File: src/hw/lvd_pkg.sv
// package: register map, field layout, reset values and timing for the low voltage detector
// Overview of operation
// (RULE1) flag sets when the selected tap falls below the reference.
// (RULE2) trip level is a 4-bit field in control bits 3:0, 16 settings.
// (RULE3) code 1111 routes the comparator to the external trip input.
// (RULE4) codes 0001..1110 pick rising divider taps; 0000 is reserved.
// (RULE5) control bit 5 is read-only reference-stable flag, resets to 0.
// (RULE6) control bit 4 powers and enables the detector when 1.
// (RULE7) control bits 7 and 6 always read zero.
// (RULE8) flag setting is suppressed until the reference is stable.
// (RULE9) reference settling delay is an absolute time, not clock based.
// (RULE10) reference runs while detector or brown-out reset needs it.
// (RULE11) detector works in sleep; a trip sets the flag and wakes the core.
// (RULE12) after wake, vector only if global interrupts are enabled.
// (RULE13) any reset returns control to reset state, detector off.
// (RULE14) software: set level, irq off, enable, wait stable, clear flag, irq on.
// (RULE15) flag is sticky until cleared; irq when flag and enable both set.
// (RULE16) control register resets to 0x05.
package lvd_pkg;
   localparam logic [3:0] LVD_ADDR_CTRL   = 4'h0;
   localparam logic [3:0] LVD_ADDR_FLAGS  = 4'h1;
   localparam logic [3:0] LVD_ADDR_ENAB   = 4'h2;
   localparam logic [3:0] LVD_ADDR_PRIO   = 4'h3;
   localparam logic [3:0] LVD_ADDR_STATUS = 4'h4;
   localparam logic [3:0] LVD_ADDR_MASK   = 4'h5;

   localparam int         LVD_CTRL_STABLE_BIT = 5;
   localparam int         LVD_CTRL_EN_BIT     = 4;
   localparam int         LVD_FLAG_BIT        = 2;
   localparam logic [7:0] LVD_CTRL_RST   = 8'h05;
   localparam logic [7:0] LVD_FLAGS_RST  = 8'h00;
   localparam logic [7:0] LVD_ENAB_RST   = 8'h00;
   localparam logic [7:0] LVD_PRIO_RST   = 8'h1F;
   localparam logic [7:0] LVD_PERIPH_MSK = 8'h1E;
   localparam logic [3:0] LVD_LEVEL_EXT  = 4'hF;
   localparam logic [3:0] LVD_LEVEL_RSVD = 4'h0;

   // status/mask event bits
   localparam int LVD_EV_TRIP   = 0;
   localparam int LVD_EV_STABLE = 1;
   localparam int LVD_EV_WAKE   = 2;
   localparam int LVD_EV_W      = 3;

   localparam int LVD_CLK_MHZ        = 250;
   localparam int LVD_SETTLE_US      = 20;
   localparam int LVD_SETTLE_CYCLES  = LVD_SETTLE_US * LVD_CLK_MHZ;

   typedef enum logic [1:0] {
      LVD_OFF    = 2'b00,
      LVD_SETTLE = 2'b01,
      LVD_READY  = 2'b11
   } lvd_state_t;

   typedef struct packed {
      logic       tap_sel_ext;
      logic [3:0] tap_code;
      logic       power_on;
   } lvd_ana_ctrl_t;
endpackage
File: src/hw/lvd_ctrl.sv
// low voltage detector control: registers, reference settling, flag, wake and interrupt
//
// The Avalon-MM interface to the registers and the address map were left to the implementer.
`timescale 1ns/100ps
`default_nettype none
module lvd_ctrl #(
   parameter int SETTLE_CYCLES = lvd_pkg::LVD_SETTLE_CYCLES
) (
   input  wire logic                  mclk_i,
   input  wire logic                  rstn_i,
   input  wire logic [3:0]            avs_address_i,
   input  wire logic                  avs_read_i,
   input  wire logic                  avs_write_i,
   input  wire logic [31:0]           avs_writedata_i,
   input  wire logic [3:0]            avs_byteenable_i,
   output logic      [31:0]           avs_readdata_o,
   output logic                       avs_waitrequest_o,
   input  wire logic                  comp_below_i,
   input  wire logic                  brownout_reset_en_i,
   input  wire logic                  sleep_i,
   input  wire logic                  global_irq_enable_i,
   output lvd_pkg::lvd_ana_ctrl_t     ana_ctrl_o,
   output logic                       ref_power_o,
   output logic                       wake_o,
   output logic                       vector_o,
   output logic                       lvd_irq_o,
   output logic                       irq_o
);
   import lvd_pkg::*;

   logic [3:0]            trip_level_select_r;
   logic                  detector_power_enable_r;
   logic                  ref_stable_flag_r;
   logic [7:0]            flags_r;
   logic [7:0]            enables_r;
   logic [7:0]            prio_r;
   logic [LVD_EV_W-1:0]   status_r;
   logic [LVD_EV_W-1:0]   mask_r;
   lvd_state_t            state_r;
   logic [31:0]           settle_cnt_r;
   logic                  comp_s1_r;
   logic                  comp_s2_r;
   logic                  access_r;
   logic                  wr_hit;
   logic                  rd_hit;
   logic                  trip;
   logic                  ref_need;
   logic                  stable_rise;
   logic [LVD_EV_W-1:0]   ev;
   logic [7:0]            ctrl_rd;
   logic [31:0]           rd_nxt;

   // one wait state: each access completes on its second cycle
   assign wr_hit = avs_write_i && access_r && avs_byteenable_i[0];
   assign rd_hit = avs_read_i && access_r;

   always_ff @(posedge mclk_i) begin
      if (!rstn_i) begin
         access_r <= 1'b0;
      end else begin
         access_r <= (avs_read_i || avs_write_i) && !access_r;
      end
   end

   always_ff @(posedge mclk_i) begin
      if (!rstn_i) begin
         avs_waitrequest_o <= 1'b1;
      end else begin
         avs_waitrequest_o <= !((avs_read_i || avs_write_i) && !access_r);
      end
   end

   // comparator output is asynchronous to mclk
   always_ff @(posedge mclk_i) begin
      if (!rstn_i) begin
         comp_s1_r <= 1'b0;
         comp_s2_r <= 1'b0;
      end else begin
         comp_s1_r <= comp_below_i;
         comp_s2_r <= comp_s1_r;
      end
   end

   always_ff @(posedge mclk_i) begin
      if (!rstn_i) begin // see (RULE13) (RULE16)
         trip_level_select_r     <= LVD_CTRL_RST[3:0];
         detector_power_enable_r <= LVD_CTRL_RST[LVD_CTRL_EN_BIT];
      end else if (wr_hit && avs_address_i == LVD_ADDR_CTRL) begin
         trip_level_select_r     <= avs_writedata_i[3:0]; // see (RULE2)
         detector_power_enable_r <= avs_writedata_i[LVD_CTRL_EN_BIT]; // see (RULE6)
      end
   end

   assign ref_need = detector_power_enable_r || brownout_reset_en_i; // see (RULE10)

   // settling counted in mclk cycles derived from an absolute time
   always_ff @(posedge mclk_i) begin
      if (!rstn_i) begin
         state_r      <= LVD_OFF;
         settle_cnt_r <= '0;
      end else begin
         case (state_r)
            LVD_OFF: begin
               settle_cnt_r <= '0;
               if (ref_need) begin
                  state_r <= LVD_SETTLE;
               end
            end
            LVD_SETTLE: begin
               settle_cnt_r <= settle_cnt_r + 32'h1;
               if (!ref_need) begin
                  state_r <= LVD_OFF;
               end else if (settle_cnt_r >= 32'(SETTLE_CYCLES - 1)) begin // see (RULE9)
                  state_r <= LVD_READY;
               end
            end
            LVD_READY: begin
               if (!ref_need) begin
                  state_r <= LVD_OFF;
               end
            end
            default: begin
               state_r <= LVD_OFF;
            end
         endcase
      end
   end

   // stable flag only meaningful while the detector itself is on
   always_ff @(posedge mclk_i) begin
      if (!rstn_i) begin
         ref_stable_flag_r <= 1'b0;
      end else begin
         ref_stable_flag_r <= (state_r == LVD_READY) && detector_power_enable_r; // see (RULE5)
      end
   end

   // reserved code 0000 never trips: trip is gated off while it is selected
   assign trip = comp_s2_r && ref_stable_flag_r && detector_power_enable_r
                 && (trip_level_select_r != LVD_LEVEL_RSVD); // see (RULE1) (RULE8) (RULE4)

   assign stable_rise = (state_r == LVD_READY) && detector_power_enable_r && !ref_stable_flag_r;

   // hardware set wins over software clear
   always_ff @(posedge mclk_i) begin
      if (!rstn_i) begin
         flags_r <= LVD_FLAGS_RST;
      end else begin
         if (wr_hit && avs_address_i == LVD_ADDR_FLAGS) begin
            flags_r <= avs_writedata_i[7:0] & LVD_PERIPH_MSK;
         end
         if (trip) begin
            flags_r[LVD_FLAG_BIT] <= 1'b1; // see (RULE15)
         end
      end
   end

   always_ff @(posedge mclk_i) begin
      if (!rstn_i) begin
         enables_r <= LVD_ENAB_RST;
         prio_r    <= LVD_PRIO_RST;
      end else if (wr_hit && avs_address_i == LVD_ADDR_ENAB) begin
         enables_r <= avs_writedata_i[7:0] & LVD_PERIPH_MSK;
      end else if (wr_hit && avs_address_i == LVD_ADDR_PRIO) begin
         prio_r <= avs_writedata_i[7:0] & LVD_PERIPH_MSK;
      end
   end

   always_ff @(posedge mclk_i) begin
      if (!rstn_i) begin
         lvd_irq_o <= 1'b0;
      end else begin
         lvd_irq_o <= flags_r[LVD_FLAG_BIT] && enables_r[LVD_FLAG_BIT]; // see (RULE15)
      end
   end

   // wake on a trip in sleep; vector only with global enable
   always_ff @(posedge mclk_i) begin
      if (!rstn_i) begin
         wake_o   <= 1'b0;
         vector_o <= 1'b0;
      end else begin
         wake_o   <= sleep_i && trip; // see (RULE11)
         vector_o <= sleep_i && trip && global_irq_enable_i
                     && enables_r[LVD_FLAG_BIT]; // see (RULE12)
      end
   end

   assign ev[LVD_EV_TRIP]   = trip && !flags_r[LVD_FLAG_BIT];
   assign ev[LVD_EV_STABLE] = stable_rise;
   assign ev[LVD_EV_WAKE]   = sleep_i && trip;

   always_ff @(posedge mclk_i) begin
      if (!rstn_i) begin
         status_r <= '0;
         mask_r   <= '0;
      end else begin
         if (wr_hit && avs_address_i == LVD_ADDR_STATUS) begin
            status_r <= (status_r & ~avs_writedata_i[LVD_EV_W-1:0]) | ev;
         end else begin
            status_r <= status_r | ev;
         end
         if (wr_hit && avs_address_i == LVD_ADDR_MASK) begin
            mask_r <= avs_writedata_i[LVD_EV_W-1:0];
         end
      end
   end

   always_ff @(posedge mclk_i) begin
      if (!rstn_i) begin
         irq_o <= 1'b0;
      end else begin
         irq_o <= |(status_r & mask_r);
      end
   end

   always_ff @(posedge mclk_i) begin
      if (!rstn_i) begin
         ana_ctrl_o  <= '0;
         ref_power_o <= 1'b0;
      end else begin
         ana_ctrl_o.power_on    <= detector_power_enable_r; // see (RULE6)
         ana_ctrl_o.tap_code    <= trip_level_select_r;
         ana_ctrl_o.tap_sel_ext <= (trip_level_select_r == LVD_LEVEL_EXT); // see (RULE3)
         ref_power_o            <= ref_need; // see (RULE10)
      end
   end

   assign ctrl_rd = {2'b00, ref_stable_flag_r, detector_power_enable_r,
                     trip_level_select_r}; // see (RULE7)

   always_comb begin
      rd_nxt = '0;
      case (avs_address_i)
         LVD_ADDR_CTRL:   rd_nxt[7:0] = ctrl_rd;
         LVD_ADDR_FLAGS:  rd_nxt[7:0] = flags_r;
         LVD_ADDR_ENAB:   rd_nxt[7:0] = enables_r;
         LVD_ADDR_PRIO:   rd_nxt[7:0] = prio_r;
         LVD_ADDR_STATUS: rd_nxt[LVD_EV_W-1:0] = status_r;
         LVD_ADDR_MASK:   rd_nxt[LVD_EV_W-1:0] = mask_r;
         default:         rd_nxt = '0;
      endcase
   end

   always_ff @(posedge mclk_i) begin
      if (!rstn_i) begin
         avs_readdata_o <= '0;
      end else if (avs_read_i && !access_r) begin
         avs_readdata_o <= rd_nxt;
      end
   end
endmodule
`default_nettype wire

File: config.mk
export PLATFORM = sky130hd
export DESIGN_NAME = lvd_ctrl
export DESIGN_NICKNAME = d
export VERILOG_FILES = /design/src/hw/lvd_pkg.sv /design/src/hw/lvd_ctrl.sv
export SDC_FILE = /design/constraint.sdc
export NUM_CORES = 1
export LEC_CHECK = 0
export BUFFER_PORTS_ARGS = -buffer_cell sky130_fd_sc_hd__buf_2
export CORE_ASPECT_RATIO = 1.1
export CORE_MARGIN = 5
export CORE_UTILIZATION = 48
export DETAILED_ROUTE_END_ITERATION = 6
export GPL_TIMING_DRIVEN = 0
export PLACE_DENSITY = 0.82
export SYNTH_ARGS = -nofsm -noshare
export SYNTH_HDL_FRONTEND = slang
export SYNTH_SLANG_ARGS = --single-unit
File: constraint.sdc
create_clock -name mclk_i -period 2.02 [get_ports mclk_i]
set_clock_uncertainty 0.15 [all_clocks]
set_input_delay 0.101 -clock mclk_i [delete_from_list [all_inputs] [get_ports mclk_i]]
set_output_delay 0.101 -clock mclk_i [all_outputs]
set_load 0.01 [all_outputs]
==> results_dict.tcl <==
set metrics [dict create \
    status "finished, violations left" \
    violations "negative setup slack" \
    yosys.area_share.xor_xnor 0.0238 \
    switching_share 0.268 \
    root_buffer "clkbuf_8" \
    fp.dieH_um 102 \
    globalRouteOverflowTotal 0 \
    fp.dieW_um 93.4 \
    setup-violations-final 2 \
    clockPowerShare 0.382 \
    tightestPinTransition_ps 863 \
    relSlewSlack 0.410 \
    clk_path_buf_depth 2 \
    cp.arrival_ps 2190 \
    required_ps 2160 \
    ys.flop_type "dfxtp_1" \
    yosys.area_share.simple 0.240 \
    clock-sinks 80 \
    drt_pass1_iterations 5 \
    num_rows 33 \
    syn-instance-count 412 \
    drive_gt1_frac 0.285 \
    synth_warnings 0 \
    share_seq_of_total_power 0.542 \
    setup_slack_ps -24.0 \
    p_per_area_nw_per_um2 625 \
    core_um2 7470 \
    p_sw_mw 0.785 \
    grt_pass1_wl_um 15100 \
    cp-end-kind "register" \
    critical_path_class "reg2reg" \
    ir_drop_uv 522 \
    fin_nets 564 \
    fin_crit_ps 2040 \
    clock_latency_ps 370 \
    initial_core_util 0.492 \
    synth_seq_cells 80 \
    fmax_mhz 489 \
    numPortBuffers 33 \
    vias 3527 \
    drt_iter0_drc 304 \
    stdcell_count 625 \
    ios 92 \
    finalCritPeriodShare 1.01 \
    routedWlPerCell_um 15.8 \
    ys_seq_area_frac 0.436 \
    finalHoldViolCount 0 \
    ant_nets 0 \
    hold_class "in2reg" \
    gp_congestion 0.925 \
    grt_use_total 0.200 \
    num_antenna_cells 0 \
    synth_fa_ha_area_frac 0.00340 \
    drv_slew 0 \
    dp.final_hpwl_um 6500 \
    setup_tns_ps -40.0 \
    synth_top_family_by_area "simple AND/OR/NAND/NOR gates" \
    synth_cell_types 49 \
    start_kind "register" \
    grt_max_degree 16 \
    syn_to_final_growth_pct 27.6 \
    antenna_found_initial 0 \
    cts_tree "built" \
    placed_cells 575 \
    synthMuxAreaShare 0.0667 \
    power_frac_comb 0.076 \
    die_area_um2 9510 \
    clk_pin_slew_ps 90 \
    htreeDepth 3 \
    wl_um 9860 \
    cap_violations 0 \
    intPower_mw 2.15 \
    critPathMaxFanout 9 \
    synth-edff-count 0 \
    netlist_area_um2 3680 \
    async_flop_share 0 \
    grt_pass1_vias 3316 \
    synth_compound_area_frac 0.143 \
    cts_buffers 9 \
    avgSynthCellArea_um2 8.92 \
    rsz0062_at_grt "yes" \
    routed_via_density 5.64 \
    p_leak_nw 1.83 \
    post-route-drc-count 0 \
]
==> state kept, by name, summed over array words and instances (netlist names), 2 cells and up <==
name / cells
settle_cnt_r: 32
ana_ctrl_o: 6
avs_readdata_o: 6
prio_r: 5
enables_r: 4
flags_r: 4
trip_level_select_r: 4
mask_r: 3
status_r: 3
state_r: 2
==> power by group through the flow <==
stage	clock, mW	sequential (mW)	combinational (mW)
6_report	1.12	1.59	0.223
2_1_floorplan	0	1.64	0.133
5_1_grt	1.18	1.59	0.242
3_3_place_gp	0	1.63	0.189
3_5_place_dp	0	1.64	0.193
4_1_cts	1.11	1.59	0.217
==> final timing paths <==
check / from / end / slack [ps] / cells past startpoint
worst max-delay path: settle_cnt_r[4]$_SDFFE_PN0P_ / settle_cnt_r[22]$_SDFFE_PN0P_ / -20 / 5
worst min-delay path: avs_address_i[1] / prio_r[0]$_SDFFE_PN1P_ / 90 / 3
worst max register to register: settle_cnt_r[4]$_SDFFE_PN0P_ / settle_cnt_r[22]$_SDFFE_PN0P_ / -20 / 5
worst min register to register: comp_s1_r$_SDFF_PN0_ / comp_s2_r$_SDFF_PN0_ / 300 / 1
==> cells by family after synthesis <==
kind of cell | count (synthesis)
xor gates and xnor gates | 10
adders and majority gates | 1
and+or+nand+nor | 159
DFF | 80
AOI/OAI and AO/OA | 82
other | 1
buffers and inverters | 57
muxes | 22
==> synthesized netlist by cell type (all sizes together) (4+ instances only) <==
| library cell | count | area, um2 |
|---|---|---|
| inv | 9 | 33.8 |
| clkbuf | 16 | 61.3 |
| a32o | 4 | 40.0 |
| nand2b | 4 | 25.0 |
| or4 | 15 | 113 |
| and2 | 8 | 50.1 |
| o21a | 4 | 30.0 |
| nand4 | 12 | 90.1 |
| o21ai | 16 | 80.1 |
| nand2 | 28 | 105 |
| buf | 32 | 224 |
| xor2 | 5 | 43.8 |
| o31ai | 10 | 75.1 |
| nand3 | 12 | 60.1 |
| nor2 | 35 | 131 |
| xnor2 | 5 | 43.8 |
| mux2i | 20 | 200 |
| dfxtp | 80 | 1600 |
| nor3 | 9 | 45.0 |
| a21oi | 28 | 140 |
| nor4 | 10 | 62.6 |
| or3 | 11 | 70.1 |
==> critical path, stage by stage, from the launching register on <==
cell	delay, ps
dfxtp_4	380
nand4_4	140
or4_4	540
buf_6	160
or4_1	460
a21oi_1	140
==> through the flow <==
step                utilization  power, mW  instance area [um2]  hold slack (ps)  setup WS, ps
CTS                       0.612       2.92                 4580             85.1         -24.6
floorplan                     -       1.77                 3790             75.0         -2.45
global route              0.628       3.02                 4690             90.5         -74.8
global placement          0.547       1.82                 4090              164          -189
finish                    0.628       2.93                 4690             86.8         -24.0
detailed placement        0.547       1.83                 4090              169          -228
==> routing by layer <==
metal | track usage | routed length, um
met1 | 0.216 | 3620
met2 | 0.364 | 5190
met3 | 0.0416 | 611
met4 | 0.108 | 433
met5 | 0 | 0
==> cell usage in the layout, fill, tap and decap left out, types with 10 or more instances in the layout <==
cell and instances:
a21oi_1 27, buf_2 33, buf_4 52, clkbuf_1 12, conb_1 26, dfxtp_1 60
dfxtp_2 14, dlygate4sd3_1 12, mux2i_1 20, nand2_1 27, nand3_1 11, nand4_1 11
nor2_1 35, o21ai_0 16, o31ai_1 10
==> layout make-up <==
class / count / area [um2]
Timing Repair Buffer: 69 / 465
Multi-Input combinational cell: 300 / 1930
Inverter: 9 / 33.8
Tap cell: 105 / 131
Sequential cell: 80 / 1640
Fill cell: 612 / 2780
Buffer: 46 / 308
Clock inverter: 6 / 52.6
Clock buffer: 10 / 128
==> what timing repair did <==
action	4_1_cts	5_1_grt
endpoints found under the hold margin	31	0
setup endpoints to repair	29	22
setup buffers	16	8
gates resized for setup	29	25
pin swaps	11	8
hold buffers	12	0
(Power assumes the default switching activity.)
